--- config.mk ---
export PLATFORM = sky130hd
export DESIGN_NAME = tpp_top
export DESIGN_NICKNAME = d
export VERILOG_FILES = /design/src/hdl/tpp_pkg.sv /design/src/hdl/tpp_top.sv /design/src/hdl/tpp_sync.sv /design/src/hdl/tpp_irq_group.sv
export SDC_FILE = /design/constraint.sdc
export NUM_CORES = 1
export LEC_CHECK = 0
export BUFFER_PORTS_ARGS = -buffer_cell sky130_fd_sc_hd__buf_2
export CAP_MARGIN = 20
export CORE_ASPECT_RATIO = 1.25
export CORE_MARGIN = 2
export CORE_UTILIZATION = 50
export DETAILED_ROUTE_END_ITERATION = 10
export HOLD_SLACK_MARGIN = 0.08
export PLACE_DENSITY = 0.85
export SLEW_MARGIN = 20
export SYNTH_ARGS = -nofsm -noshare
export SYNTH_HDL_FRONTEND = slang
export SYNTH_SLANG_ARGS = --single-unit
export TNS_END_PERCENT = 100
--- constraint.sdc ---
create_clock -name pclk -period 2.7 [get_ports pclk]
set_input_delay 0.135 -clock pclk [delete_from_list [all_inputs] [get_ports pclk]]
set_output_delay 0.135 -clock pclk [all_outputs]
set_load 0.03 [all_outputs]
--- src/hdl/tpp_pkg.sv ---
package tpp_pkg;
  // register index; byte address is four times the index
  localparam logic [5:0] IDX_PC_DATA = 6'h00;
  localparam logic [5:0] IDX_PC_DIR = 6'h01;
  localparam logic [5:0] IDX_PC_OPT = 6'h02;
  localparam logic [5:0] IDX_PB_DATA = 6'h04;
  localparam logic [5:0] IDX_PB_DIR = 6'h05;
  localparam logic [5:0] IDX_PB_OPT = 6'h06;
  localparam logic [5:0] IDX_PA_DATA = 6'h08;
  localparam logic [5:0] IDX_PA_DIR = 6'h09;
  localparam logic [5:0] IDX_PA_OPT = 6'h0A;
  localparam logic [5:0] IDX_POLARITY = 6'h0C;
  // field positions in the polarity register
  localparam int G1_POL_LSB = 6;
  localparam int G0_POL_LSB = 3;
  localparam logic [7:0] REG_RST = 8'h00;
  localparam logic [1:0] POL_RST = 2'h0;
  // port numbers inside the packed arrays
  localparam int PORT_A = 0;
  localparam int PORT_B = 1;
  localparam int PORT_C = 2;
  typedef enum logic [1:0] {
    POL_LOW_FALL = 2'h0,
    POL_RISE = 2'h1,
    POL_FALL = 2'h2,
    POL_BOTH = 2'h3
  } tpp_pol_t;
endpackage

--- src/hdl/tpp_top.sv ---
// Local design decision: the APB interface to the registers.
`timescale 1ns/10ps
// What this block does
// - eight pins on ports A and B, six on port C, each independently configured
// - bit n of each port register controls pin n
// - direction 0: pin input, read returns pin
// - direction 1: pin output, high released unless push-pull, read returns latch
// - data writes always update the latch
// - output pins never request interrupts
// - group requests ORed, low pin masks others
// - two-bit polarity selects edge or level trigger
// - edge request latched, cleared on service entry
// - peripheral claim overrides port, drives pin, releases high if not push-pull
// - port A option: interrupt input, open drain
// - ports B, C option: pull-up, push-pull
// - all registers reset to zero
// - missing option bit: direction alone decides
module tpp_top
  import tpp_pkg::*;
#(
  parameter int PC_PINS = 6
) (
  // clock and reset
  input wire logic pclk,
  input wire logic presetn,
  // apb slave
  input wire logic psel,
  input wire logic penable,
  input wire logic pwrite,
  input wire logic [7:0] paddr,
  input wire logic [31:0] pwdata,
  output logic [31:0] prdata,
  output logic pready,
  output logic pslverr,
  // port a pins
  input wire logic [7:0] pa_in,
  output logic [7:0] pa_out,
  output logic [7:0] pa_oe,
  output logic [7:0] pa_pullup,
  // port b pins
  input wire logic [7:0] pb_in,
  output logic [7:0] pb_out,
  output logic [7:0] pb_oe,
  output logic [7:0] pb_pullup,
  // port c pins
  input wire logic [7:0] pc_in,
  output logic [7:0] pc_out,
  output logic [7:0] pc_oe,
  output logic [7:0] pc_pullup,
  // peripheral claims on port a
  input wire logic [7:0] pa_alt_en,
  input wire logic [7:0] pa_alt_out,
  input wire logic [7:0] pa_alt_pp,
  // peripheral claims on port b
  input wire logic [7:0] pb_alt_en,
  input wire logic [7:0] pb_alt_out,
  input wire logic [7:0] pb_alt_pp,
  // peripheral claims on port c
  input wire logic [7:0] pc_alt_en,
  input wire logic [7:0] pc_alt_out,
  input wire logic [7:0] pc_alt_pp,
  // external interrupt lines, group 0 port a, group 1 ports b and c
  input wire logic [1:0] irq_ack,
  output logic [1:0] ext_irq
);
  localparam logic [7:0] PC_MASK = 8'((1 << PC_PINS) - 1);

  typedef struct packed {
    logic [2:0][7:0] data;
    logic [2:0][7:0] dir;
    logic [2:0][7:0] opt;
    logic [1:0] g0_pol;
    logic [1:0] g1_pol;
    logic [31:0] prdata;
    logic pready;
    logic pslverr;
    logic [2:0][7:0] out;
    logic [2:0][7:0] oe;
    logic [2:0][7:0] pull;
  } tpp_state_t;
  tpp_state_t q, d;

  logic [2:0][7:0] pin_s;
  logic [2:0][7:0] alt_en, alt_out, alt_pp;
  logic [2:0][7:0] irq_en;
  logic [1:0] grp_line;
  logic [5:0] idx;
  logic setup, access;

  assign alt_en = {pc_alt_en & PC_MASK, pb_alt_en, pa_alt_en};
  assign alt_out = {pc_alt_out, pb_alt_out, pa_alt_out};
  assign alt_pp = {pc_alt_pp, pb_alt_pp, pa_alt_pp};

  tpp_sync #(
    .W(24)
  ) u_sync (
    .pclk(pclk),
    .presetn(presetn),
    .d({pc_in & PC_MASK, pb_in, pa_in}),
    .q(pin_s)
  );

  // pad drive for one pin: {out, oe, pull}
  function automatic logic [2:0] pin_cfg(input int port, input logic dv, input logic dr,
                                          input logic op, input logic ae, input logic ao,
                                          input logic ap);
    logic pp;
    pp = op & (port != PORT_A);
    if (ae) begin
      pin_cfg = {ap & ao, ap | ~ao, 1'b0};
    end else if (dr) begin
      // port a option 1 is reserved and falls back to open drain
      pin_cfg = {pp & dv, pp | ~dv, 1'b0};
    end else begin
      pin_cfg = {2'b00, pp};
    end
  endfunction

  // data read: latch for outputs, synchronised pin for inputs
  function automatic logic [7:0] data_rd(input logic [7:0] dv, input logic [7:0] dr,
                                         input logic [7:0] ps);
    data_rd = (dr & dv) | (~dr & ps);
  endfunction

  always_comb begin
    for (int p = 0; p < 3; p++) begin
      // outputs and claimed pins are kept out of the group
      irq_en[p] = ~q.dir[p] & q.opt[p] & ~alt_en[p];
    end
    // a low on any enabled pin pulls the group line low
    grp_line[0] = &(pin_s[PORT_A] | ~irq_en[PORT_A]);
    grp_line[1] = &(pin_s[PORT_B] | ~irq_en[PORT_B])
                & &(pin_s[PORT_C] | ~irq_en[PORT_C]);
  end

  assign idx = paddr[7:2];
  assign setup = psel & ~penable;
  assign access = psel & penable & q.pready;

  always_comb begin
    logic [2:0] cfg;
    cfg = 3'b000;
    d = q;
    d.pready = setup;
    d.pslverr = 1'b0;
    d.prdata = '0;
    if (setup) begin
      unique case (idx)
        IDX_PA_DATA: d.prdata[7:0] = data_rd(q.data[PORT_A], q.dir[PORT_A], pin_s[PORT_A]);
        IDX_PA_DIR: d.prdata[7:0] = q.dir[PORT_A];
        IDX_PA_OPT: d.prdata[7:0] = q.opt[PORT_A];
        IDX_PB_DATA: d.prdata[7:0] = data_rd(q.data[PORT_B], q.dir[PORT_B], pin_s[PORT_B]);
        IDX_PB_DIR: d.prdata[7:0] = q.dir[PORT_B];
        IDX_PB_OPT: d.prdata[7:0] = q.opt[PORT_B];
        IDX_PC_DATA: d.prdata[7:0] = data_rd(q.data[PORT_C], q.dir[PORT_C], pin_s[PORT_C]);
        IDX_PC_DIR: d.prdata[7:0] = q.dir[PORT_C];
        IDX_PC_OPT: d.prdata[7:0] = q.opt[PORT_C];
        IDX_POLARITY: begin
          d.prdata[G1_POL_LSB +: 2] = q.g1_pol;
          d.prdata[G0_POL_LSB +: 2] = q.g0_pol;
        end
        default: d.pslverr = 1'b1;
      endcase
    end else if (access) begin
      d.pslverr = 1'b0;
      d.pready = 1'b0;
    end
    if (access && pwrite) begin
      unique case (idx)
        IDX_PA_DATA: d.data[PORT_A] = pwdata[7:0];
        IDX_PA_DIR: d.dir[PORT_A] = pwdata[7:0];
        IDX_PA_OPT: d.opt[PORT_A] = pwdata[7:0];
        IDX_PB_DATA: d.data[PORT_B] = pwdata[7:0];
        IDX_PB_DIR: d.dir[PORT_B] = pwdata[7:0];
        IDX_PB_OPT: d.opt[PORT_B] = pwdata[7:0];
        IDX_PC_DATA: d.data[PORT_C] = pwdata[7:0] & PC_MASK;
        IDX_PC_DIR: d.dir[PORT_C] = pwdata[7:0] & PC_MASK;
        IDX_PC_OPT: d.opt[PORT_C] = pwdata[7:0] & PC_MASK;
        IDX_POLARITY: begin
          d.g1_pol = pwdata[G1_POL_LSB +: 2];
          d.g0_pol = pwdata[G0_POL_LSB +: 2];
        end
        default: d.g0_pol = q.g0_pol;
      endcase
    end
    // pad outputs are registered, so they trail the registers by one cycle
    for (int p = 0; p < 3; p++) begin
      for (int b = 0; b < 8; b++) begin
        cfg = pin_cfg(p, q.data[p][b], q.dir[p][b], q.opt[p][b],
                      alt_en[p][b], alt_out[p][b], alt_pp[p][b]);
        d.out[p][b] = cfg[2];
        d.oe[p][b] = cfg[1];
        d.pull[p][b] = cfg[0];
      end
    end
    d.out[PORT_C] = d.out[PORT_C] & PC_MASK;
    d.oe[PORT_C] = d.oe[PORT_C] & PC_MASK;
    d.pull[PORT_C] = d.pull[PORT_C] & PC_MASK;
  end

  always_ff @(posedge pclk or negedge presetn) begin
    if (!presetn) begin
      q.data <= {3{REG_RST}};
      q.dir <= {3{REG_RST}};
      q.opt <= {3{REG_RST}};
      q.g0_pol <= POL_RST;
      q.g1_pol <= POL_RST;
      q.prdata <= '0;
      q.pready <= 1'b0;
      q.pslverr <= 1'b0;
      q.out <= '0;
      q.oe <= '0;
      q.pull <= '0;
    end else begin
      q <= d;
    end
  end

  tpp_irq_group u_irq0 (
    .pclk(pclk),
    .presetn(presetn),
    .line(grp_line[0]),
    .pol(q.g0_pol),
    .ack(irq_ack[0]),
    .irq(ext_irq[0])
  );

  tpp_irq_group u_irq1 (
    .pclk(pclk),
    .presetn(presetn),
    .line(grp_line[1]),
    .pol(q.g1_pol),
    .ack(irq_ack[1]),
    .irq(ext_irq[1])
  );

  assign prdata = q.prdata;
  assign pready = q.pready;
  assign pslverr = q.pslverr;
  assign pa_out = q.out[PORT_A];
  assign pa_oe = q.oe[PORT_A];
  assign pa_pullup = q.pull[PORT_A];
  assign pb_out = q.out[PORT_B];
  assign pb_oe = q.oe[PORT_B];
  assign pb_pullup = q.pull[PORT_B];
  assign pc_out = q.out[PORT_C];
  assign pc_oe = q.oe[PORT_C];
  assign pc_pullup = q.pull[PORT_C];

  rd_data_a: assert property (@(posedge pclk) disable iff (!presetn)
    (setup && !pwrite && idx == IDX_PA_DATA) |=>
      prdata[7:0] == (($past(q.dir[PORT_A]) & $past(q.data[PORT_A]))
                     | (~$past(q.dir[PORT_A]) & $past(pin_s[PORT_A]))))
    else $error("port a data read wrong");
  wr_latch_a: assert property (@(posedge pclk) disable iff (!presetn)
    (access && pwrite && idx == IDX_PB_DATA) |=> q.data[PORT_B] == $past(pwdata[7:0]))
    else $error("data latch not written");
  out_noirq_a: assert property (@(posedge pclk) disable iff (!presetn)
    ((q.dir[PORT_A] | ~q.opt[PORT_A] | pin_s[PORT_A]) == 8'hFF) |-> grp_line[0])
    else $error("output pin requested interrupt");
  or_mask_a: assert property (@(posedge pclk) disable iff (!presetn)
    (|(irq_en[PORT_B] & ~pin_s[PORT_B])) |-> !grp_line[1])
    else $error("low pin did not mask group");
  alt_force_a: assert property (@(posedge pclk) disable iff (!presetn)
    (pa_alt_en[0] && pa_alt_pp[0]) |=> pa_oe[0] && pa_out[0] == $past(pa_alt_out[0]))
    else $error("alternate function did not drive");
  pa_drain_a: assert property (@(posedge pclk) disable iff (!presetn)
    (!pa_alt_en[1] && q.dir[PORT_A][1] && q.data[PORT_A][1]) |=> !pa_oe[1] && !pa_pullup[1])
    else $error("port a high not released");
  pb_push_a: assert property (@(posedge pclk) disable iff (!presetn)
    (!pb_alt_en[2] && q.dir[PORT_B][2] && q.opt[PORT_B][2]) |=>
      pb_oe[2] && pb_out[2] == $past(q.data[PORT_B][2]))
    else $error("push-pull not driven");
  rst_zero_a: assert property (@(posedge pclk)
    $rose(presetn) |-> (q.data == '0 && q.dir == '0 && q.opt == '0 && ext_irq == 2'b00))
    else $error("registers not zero after reset");

  // read path
  rd_pin_a: assert property (@(posedge pclk) disable iff (!presetn)
    (setup && !pwrite && idx == IDX_PC_DATA && !q.dir[PORT_C][0]) |=>
      prdata[0] == $past(pin_s[PORT_C][0])) else $error("input read not pin level");
  rd_latch_a: assert property (@(posedge pclk) disable iff (!presetn)
    (setup && !pwrite && idx == IDX_PB_DATA && q.dir[PORT_B][3]) |=>
      prdata[3] == $past(q.data[PORT_B][3])) else $error("output read not latch");
  bad_addr_a: assert property (@(posedge pclk) disable iff (!presetn)
    (setup && idx == 6'h03) |=> (pready && pslverr && prdata == 32'h0))
    else $error("unmapped index not refused");

  // write path
  wr_dir_a: assert property (@(posedge pclk) disable iff (!presetn)
    (access && pwrite && idx == IDX_PA_DIR) |=> q.dir[PORT_A] == $past(pwdata[7:0]))
    else $error("direction not written");
  wr_opt_a: assert property (@(posedge pclk) disable iff (!presetn)
    (access && pwrite && idx == IDX_PC_OPT) |=>
      q.opt[PORT_C] == ($past(pwdata[7:0]) & PC_MASK)) else $error("option not written");
  wr_pc_a: assert property (@(posedge pclk) disable iff (!presetn)
    (access && pwrite && idx == IDX_PC_DATA) |=>
      q.data[PORT_C] == ($past(pwdata[7:0]) & PC_MASK)) else $error("latch not written");
  pol_wr_a: assert property (@(posedge pclk) disable iff (!presetn)
    (access && pwrite && idx == IDX_POLARITY) |=>
      (q.g1_pol == $past(pwdata[G1_POL_LSB +: 2])
       && q.g0_pol == $past(pwdata[G0_POL_LSB +: 2])))
    else $error("polarity not written");

  // pad drive
  pa_sink_a: assert property (@(posedge pclk) disable iff (!presetn)
    (!pa_alt_en[2] && q.dir[PORT_A][2] && !q.data[PORT_A][2]) |=> pa_oe[2] && !pa_out[2])
    else $error("port a low not sunk");
  pa_float_a: assert property (@(posedge pclk) disable iff (!presetn)
    (!pa_alt_en[3] && !q.dir[PORT_A][3]) |=> !pa_oe[3] && !pa_pullup[3])
    else $error("port a input not floating");
  pb_float_a: assert property (@(posedge pclk) disable iff (!presetn)
    (!pb_alt_en[4] && !q.dir[PORT_B][4] && !q.opt[PORT_B][4]) |=> !pb_oe[4] && !pb_pullup[4])
    else $error("floating input driven");
  pc_pull_a: assert property (@(posedge pclk) disable iff (!presetn)
    (!pc_alt_en[1] && !q.dir[PORT_C][1] && q.opt[PORT_C][1]) |=> pc_pullup[1] && !pc_oe[1])
    else $error("interrupt input without pull-up");
  pc_unused_a: assert property (@(posedge pclk) disable iff (!presetn)
    (pc_oe[7:6] == 2'b00 && pc_pullup[7:6] == 2'b00 && q.data[PORT_C][7:6] == 2'b00))
    else $error("missing port c pins active");
  alt_drain_a: assert property (@(posedge pclk) disable iff (!presetn)
    (pb_alt_en[5] && !pb_alt_pp[5]) |=> (pb_oe[5] == !$past(pb_alt_out[5]) && !pb_out[5]))
    else $error("alternate open drain wrong");
  alt_pc_a: assert property (@(posedge pclk) disable iff (!presetn)
    (pc_alt_en[2] && pc_alt_pp[2]) |=> pc_oe[2] && pc_out[2] == $past(pc_alt_out[2]))
    else $error("port c alternate did not drive");

  // interrupt grouping, pads after reset
  grp_c_a: assert property (@(posedge pclk) disable iff (!presetn)
    (|(irq_en[PORT_C] & ~pin_s[PORT_C])) |-> !grp_line[1])
    else $error("port c pin did not mask group");
  rst_pad_a: assert property (@(posedge pclk)
    $rose(presetn) |-> ({pa_oe, pb_oe, pc_oe, pb_pullup, pc_pullup} == 40'h0))
    else $error("pads active after reset");

  wr_cov: cover property (@(posedge pclk) disable iff (!presetn) access && pwrite);
  rd_cov: cover property (@(posedge pclk) disable iff (!presetn) access && !pwrite);
  err_cov: cover property (@(posedge pclk) disable iff (!presetn) pready && pslverr);
  irq_cov: cover property (@(posedge pclk) disable iff (!presetn) $rose(ext_irq[1]));
  lvl_cov: cover property (@(posedge pclk) disable iff (!presetn)
    ext_irq[0] && q.g0_pol == POL_LOW_FALL);
endmodule

--- src/hdl/tpp_sync.sv ---
`timescale 1ns/10ps
module tpp_sync #(
  parameter int W = 8
) (
  // clock and reset
  input wire logic pclk,
  input wire logic presetn,
  // pins
  input wire logic [W-1:0] d,
  output logic [W-1:0] q
);
  typedef struct packed {
    logic [W-1:0] s1;
    logic [W-1:0] s2;
  } tpp_sync_t;
  tpp_sync_t r_q, r_d;

  always_comb begin
    r_d.s1 = d;
    r_d.s2 = r_q.s1;
  end

  always_ff @(posedge pclk or negedge presetn) begin
    if (!presetn) begin
      r_q <= '0;
    end else begin
      r_q <= r_d;
    end
  end

  assign q = r_q.s2;

  sync_stage_a: assert property (@(posedge pclk) disable iff (!presetn)
    r_q.s2 == $past(d, 2)) else $error("synchroniser depth wrong");
endmodule

--- src/hdl/tpp_irq_group.sv ---
`timescale 1ns/10ps
module tpp_irq_group
  import tpp_pkg::*;
(
  // clock and reset
  input wire logic pclk,
  input wire logic presetn,
  // combined group line, active low
  input wire logic line,
  input wire logic [1:0] pol,
  input wire logic ack,
  // request
  output logic irq
);
  typedef struct packed {
    logic prev;
    logic latch;
    logic irq;
  } tpp_irq_t;
  tpp_irq_t r_q, r_d;
  logic fall, rise, set;

  always_comb begin
    fall = r_q.prev & ~line;
    rise = ~r_q.prev & line;
    unique case (tpp_pol_t'(pol))
      POL_LOW_FALL: set = fall;
      POL_FALL: set = fall;
      POL_RISE: set = rise;
      POL_BOTH: set = fall | rise;
    endcase
    r_d.prev = line;
    // set wins over an acknowledge in the same cycle
    r_d.latch = set | (r_q.latch & ~ack);
    r_d.irq = r_d.latch | (tpp_pol_t'(pol) == POL_LOW_FALL & ~line);
  end

  always_ff @(posedge pclk or negedge presetn) begin
    if (!presetn) begin
      r_q <= 3'b100;
    end else begin
      r_q <= r_d;
    end
  end

  assign irq = r_q.irq;

  rise_latch_a: assert property (@(posedge pclk) disable iff (!presetn)
    (pol == POL_RISE && !r_q.prev && line) |=> (r_q.latch && irq))
    else $error("rising edge not latched");
  ack_clear_a: assert property (@(posedge pclk) disable iff (!presetn)
    (ack && !set && pol != POL_LOW_FALL) |=> !irq)
    else $error("acknowledge did not clear request");
  low_level_a: assert property (@(posedge pclk) disable iff (!presetn)
    (pol == POL_LOW_FALL && !line) |=> irq) else $error("low level not requested");
endmodule

==> run metrics <==
outcome completed; fraction of the cycle the final worst path needs 95.19%; clock sink count 188; launching point of the worst reg2reg path q[146]; Port Buffer Count 178; Min-Delay Endpoint q[153]; fin util 65.89%; number of violations of the max-capacitance limit 0; combined buffer and inverter count along the critical path 2; DRC marker count from the first detailed-route iteration 441; sequential cell fraction of total power 47.8%; fill cell count 1162; Post-CTS Repair Setup Buffers 0; switching share of power 26.10%; number of CTS-inserted buffers 17; per-cell via count in the routed design 5.532; fraction of registers with async set/reset 100.0%; Highest Clock Rate 389.1 MHz; maximum fanout encountered on the critical timing path 7; Worst EP arrival 2890 ps; number of remaining DRC errors 0; Worst path slowest cell sky130_fd_sc_hd__nor4b_1; horizontal die dimension 121.0 um; crit end category flip-flop; P_sw 1.616 mW; share of total power in the clock network 40.6%; wire length of the first global-routing pass 37070 um; cell row count 53; RSZ-0062 raised after global routing false; dominant delay contributor by cell family on the critical path simple AND/OR/NAND/NOR gates; share of layout cells above drive strength 1 29.75%; top-area cell type share of the netlist area 54.36%; Seq/Total Area, Yosys 54.98%; CTS Root Cell sky130_fd_sc_hd__clkbuf_16; wire length reported by the detailed router 24250 um; vias in the first global route 6953; total vias in the final route 6788; power per unit of standard cell area 560.1 mW/mm2; Placer Congestion 0.9498; count of cell types in the netlist 58; pin count of the biggest net entering global routing 91; combined area of all synthesized cells 0.008562 mm2; H-tree lvl count 4; cell with the most instances after synthesis sky130_fd_sc_hd__dfrtp_1; category of the worst setup path launch point flip-flop; final hold violation count 0; transition time at the pin with the least slew margin 728.2 ps; data required time at the worst endpoint 3020 ps; WL per Instance 19.76 um; effective utilization at floorplan 51.03%; worst ir drop on vdd 0.4060 mV; number of nets with antenna violations after detailed routing 0; DR pass1 iterations 5; Hold/Removal Path Class primary input to flip-flop; Top Ports 251; clock skew after layout 8.043 ps; critical path depth in cells 11; worst-case headroom to the max-slew limit 51.46%; Lkg Pwr 5.489 nW; placed wire-length estimate after detailed placement 14830 um; Area Overhead vs Synth 29.11%; number of antenna violations at the first check in global routing 1; Clock Path Buffers 2; count of yosys warnings during synthesis 0; final net count 1139; Setup Crit Path Kind flip-flop to flip-flop; launch point of the worst hold path pwdata[3]; Total Routing Usage GR 27.10%; post-synth top area cell sky130_fd_sc_hd__dfrtp_1; register-to-register path setup slack 130 ps; hold-critical path depth 2; cell-internal power 4.576 mW; largest cells by area after synthesis sky130_fd_sc_hd__dfrtp_1 54%, sky130_fd_sc_hd__buf_4 9.5%, sky130_fd_sc_hd__mux2_2 5.4%, sky130_fd_sc_hd__mux2_1 3.0%, sky130_fd_sc_hd__o21ai_0 2.5%; setup total negative slack 0 ps; Reg2Reg Capture Point u_irq1.irq; die area 0.01819 mm2; CTS tree done; syn_area_per_cell 11.68 um2; final number of setup-violating endpoints 0; register bit total from synthesis 188; number of cells produced by synthesis 733; sequence of cells on the critical path nor4b_1 > a2111oi_2 > buf_4 > nand2_1 > a2111oi_2 > buf_4 > ha_1 > nand2_1 > o211ai_1 > o221ai_1 > o21bai_1; flip-flop and latch area 0.004707 mm2; Synth Flop Type sky130_fd_sc_hd__dfrtp_1; multi-input combinational cell area 0.002954 mm2; minimum clock period after layout 2570 ps; die height 150.3 um; Max Slew Vio Count 0; area of the core region 0.01678 mm2; overflow left after global routing 0; total chip power 6.191 mW; maximum cell stage delay along the critical path 630 ps; clock-pin transition on the worst setup and hold timing paths 70 ps; number of cells on the worst reg-to-reg path 11; Synth top cells by count 186 x sky130_fd_sc_hd__dfrtp_1, 108 x sky130_fd_sc_hd__buf_4, 46 x sky130_fd_sc_hd__inv_1, 42 x sky130_fd_sc_hd__o21ai_0, 41 x sky130_fd_sc_hd__mux2_2; count of flip-flops with a built-in enable after synthesis 0; relative contribution of combinational cells to total power 11.7%; clock insertion delay at the later pin of the skew report 440 ps
==> area by class of cell <==
class | instances | share of cell area (%)
antenna | 2 | 0.04527
clock buffer | 17 | 3.848
clock inverter | 15 | 1.483
inverter | 46 | 1.562
multi-input combinational | 413 | 26.72
sequential | 188 | 42.58
tap | 220 | 2.490
timing repair buffer | 326 | 21.27
==> flip-flops by register name, indices dropped and copies added, names as in the netlist <==
name and count:
pa_oe 8, pa_out 8, pb_oe 8, pb_out 8, pb_pullup 8, pc_oe 6
pc_out 6, pc_pullup 6, prdata 8, pready 1, pslverr 1, q 70
u_irq0.irq 1, u_irq0.r_q 2, u_irq1.irq 1, u_irq1.r_q 2, u_sync.q 22, u_sync.r_d 22
==> worst max-delay path by stage <==
| stage | startpoint | endpoint | slack, ps |
|---|---|---|---|
| global route | q[146] | u_irq1.irq | 80 |
| global placement | q[128] | u_irq1.irq | 120 |
| floorplan | q[127] | u_irq1.irq | 490 |
| detailed placement | q[128] | u_irq1.irq | 50 |
| CTS | q[128] | u_irq1.irq | 50 |
| finish | q[146] | u_irq1.irq | 130 |
==> stage by stage <==
step | area [um2] | hold slack (ps) | cells | setup slack, ps
after CTS | 11040 | 81.23 | 1225 | 46.14
after detailed placement | 9186 | 244.4 | 1067 | 46.67
after global routing | 11050 | 92.46 | 1226 | 77.54
after global placement | 9186 | 243.7 | 1067 | 123.2
after floorplan | 8701 | -160.6 | 770 | 489.3
final | 11050 | 104.5 | 1227 | 129.9
==> layer usage <==
| metal | wire [um] | global-route usage, % | share of wire, % |
|---|---|---|---|
| met5 | 0 | 0 | 0 |
| met3 | 1814 | 5.871 | 7.5 |
| met1 | 8782 | 30.69 | 36 |
| met4 | 1387 | 16.10 | 5.7 |
| met2 | 12270 | 46.83 | 51 |
==> worst reg2reg max path, delay by kind of cell, from the launching register on <==
family	cells	cell delay, ps
AO/OA/AOI/OAI	5	590
buffers and inverters	2	340
adder cells (fa/ha/maj)	1	270
flip-flops	1	480
AND/OR/NAND/NOR	3	770
==> power by group through the flow <==
| stage | sequential [mW] | clock, mW | combinational [mW] |
|---|---|---|---|
| after floorplan | 3.00 | 0 | 0.384 |
| after global placement | 3.00 | 0 | 0.544 |
| after detailed placement | 3.00 | 0 | 0.557 |
| after CTS | 2.95 | 2.53 | 0.700 |
| after global routing | 2.96 | 2.67 | 0.775 |
| final | 2.96 | 2.51 | 0.723 |
==> logic make-up after synthesis <==
logic type / share of synthesized area, %
AO/OA/AOI/OAI: 9.850
adder cells (fa/ha/maj): 0.5846
buffers and inverters: 12.29
flip-flops: 54.98
multiplexers: 10.99
other: 0.04380
AND/OR/NAND/NOR: 11.27
==> placed cells by master, fill, tap and decap left out, types with 4 or more instances in the layout <==
cell type                         n
sky130_fd_sc_hd__a31oi_1         25
sky130_fd_sc_hd__nor2_1          11
sky130_fd_sc_hd__nor3b_1         14
sky130_fd_sc_hd__and3_1           9
sky130_fd_sc_hd__dfrtp_1        186
sky130_fd_sc_hd__buf_2          177
sky130_fd_sc_hd__inv_1           46
sky130_fd_sc_hd__nor3_1           4
sky130_fd_sc_hd__dlygate4sd3_1  126
sky130_fd_sc_hd__nor2b_1          8
sky130_fd_sc_hd__buf_4           20
sky130_fd_sc_hd__mux2_4           8
sky130_fd_sc_hd__conb_1          38
sky130_fd_sc_hd__clkbuf_16       17
sky130_fd_sc_hd__nand2_1         21
sky130_fd_sc_hd__o211ai_1         8
sky130_fd_sc_hd__nor4b_1         14
sky130_fd_sc_hd__mux2_2          41
sky130_fd_sc_hd__mux2_1          23
sky130_fd_sc_hd__mux2i_1         10
sky130_fd_sc_hd__o21ai_0         42
sky130_fd_sc_hd__nand3_1         32
sky130_fd_sc_hd__clkinvlp_4       4
sky130_fd_sc_hd__nand2b_1        16
sky130_fd_sc_hd__inv_6            4
sky130_fd_sc_hd__ha_1             4
sky130_fd_sc_hd__a21oi_1         29
sky130_fd_sc_hd__and2_1           4
==> what timing repair did <==
item / CTS / global route
endpoints found under the hold margin: 222 / 0
hold buffers: 126 / 0
resized for setup: 0 / 4
endpoints found under the setup margin: 0 / 2
Power figures use the tool's default switching activity.
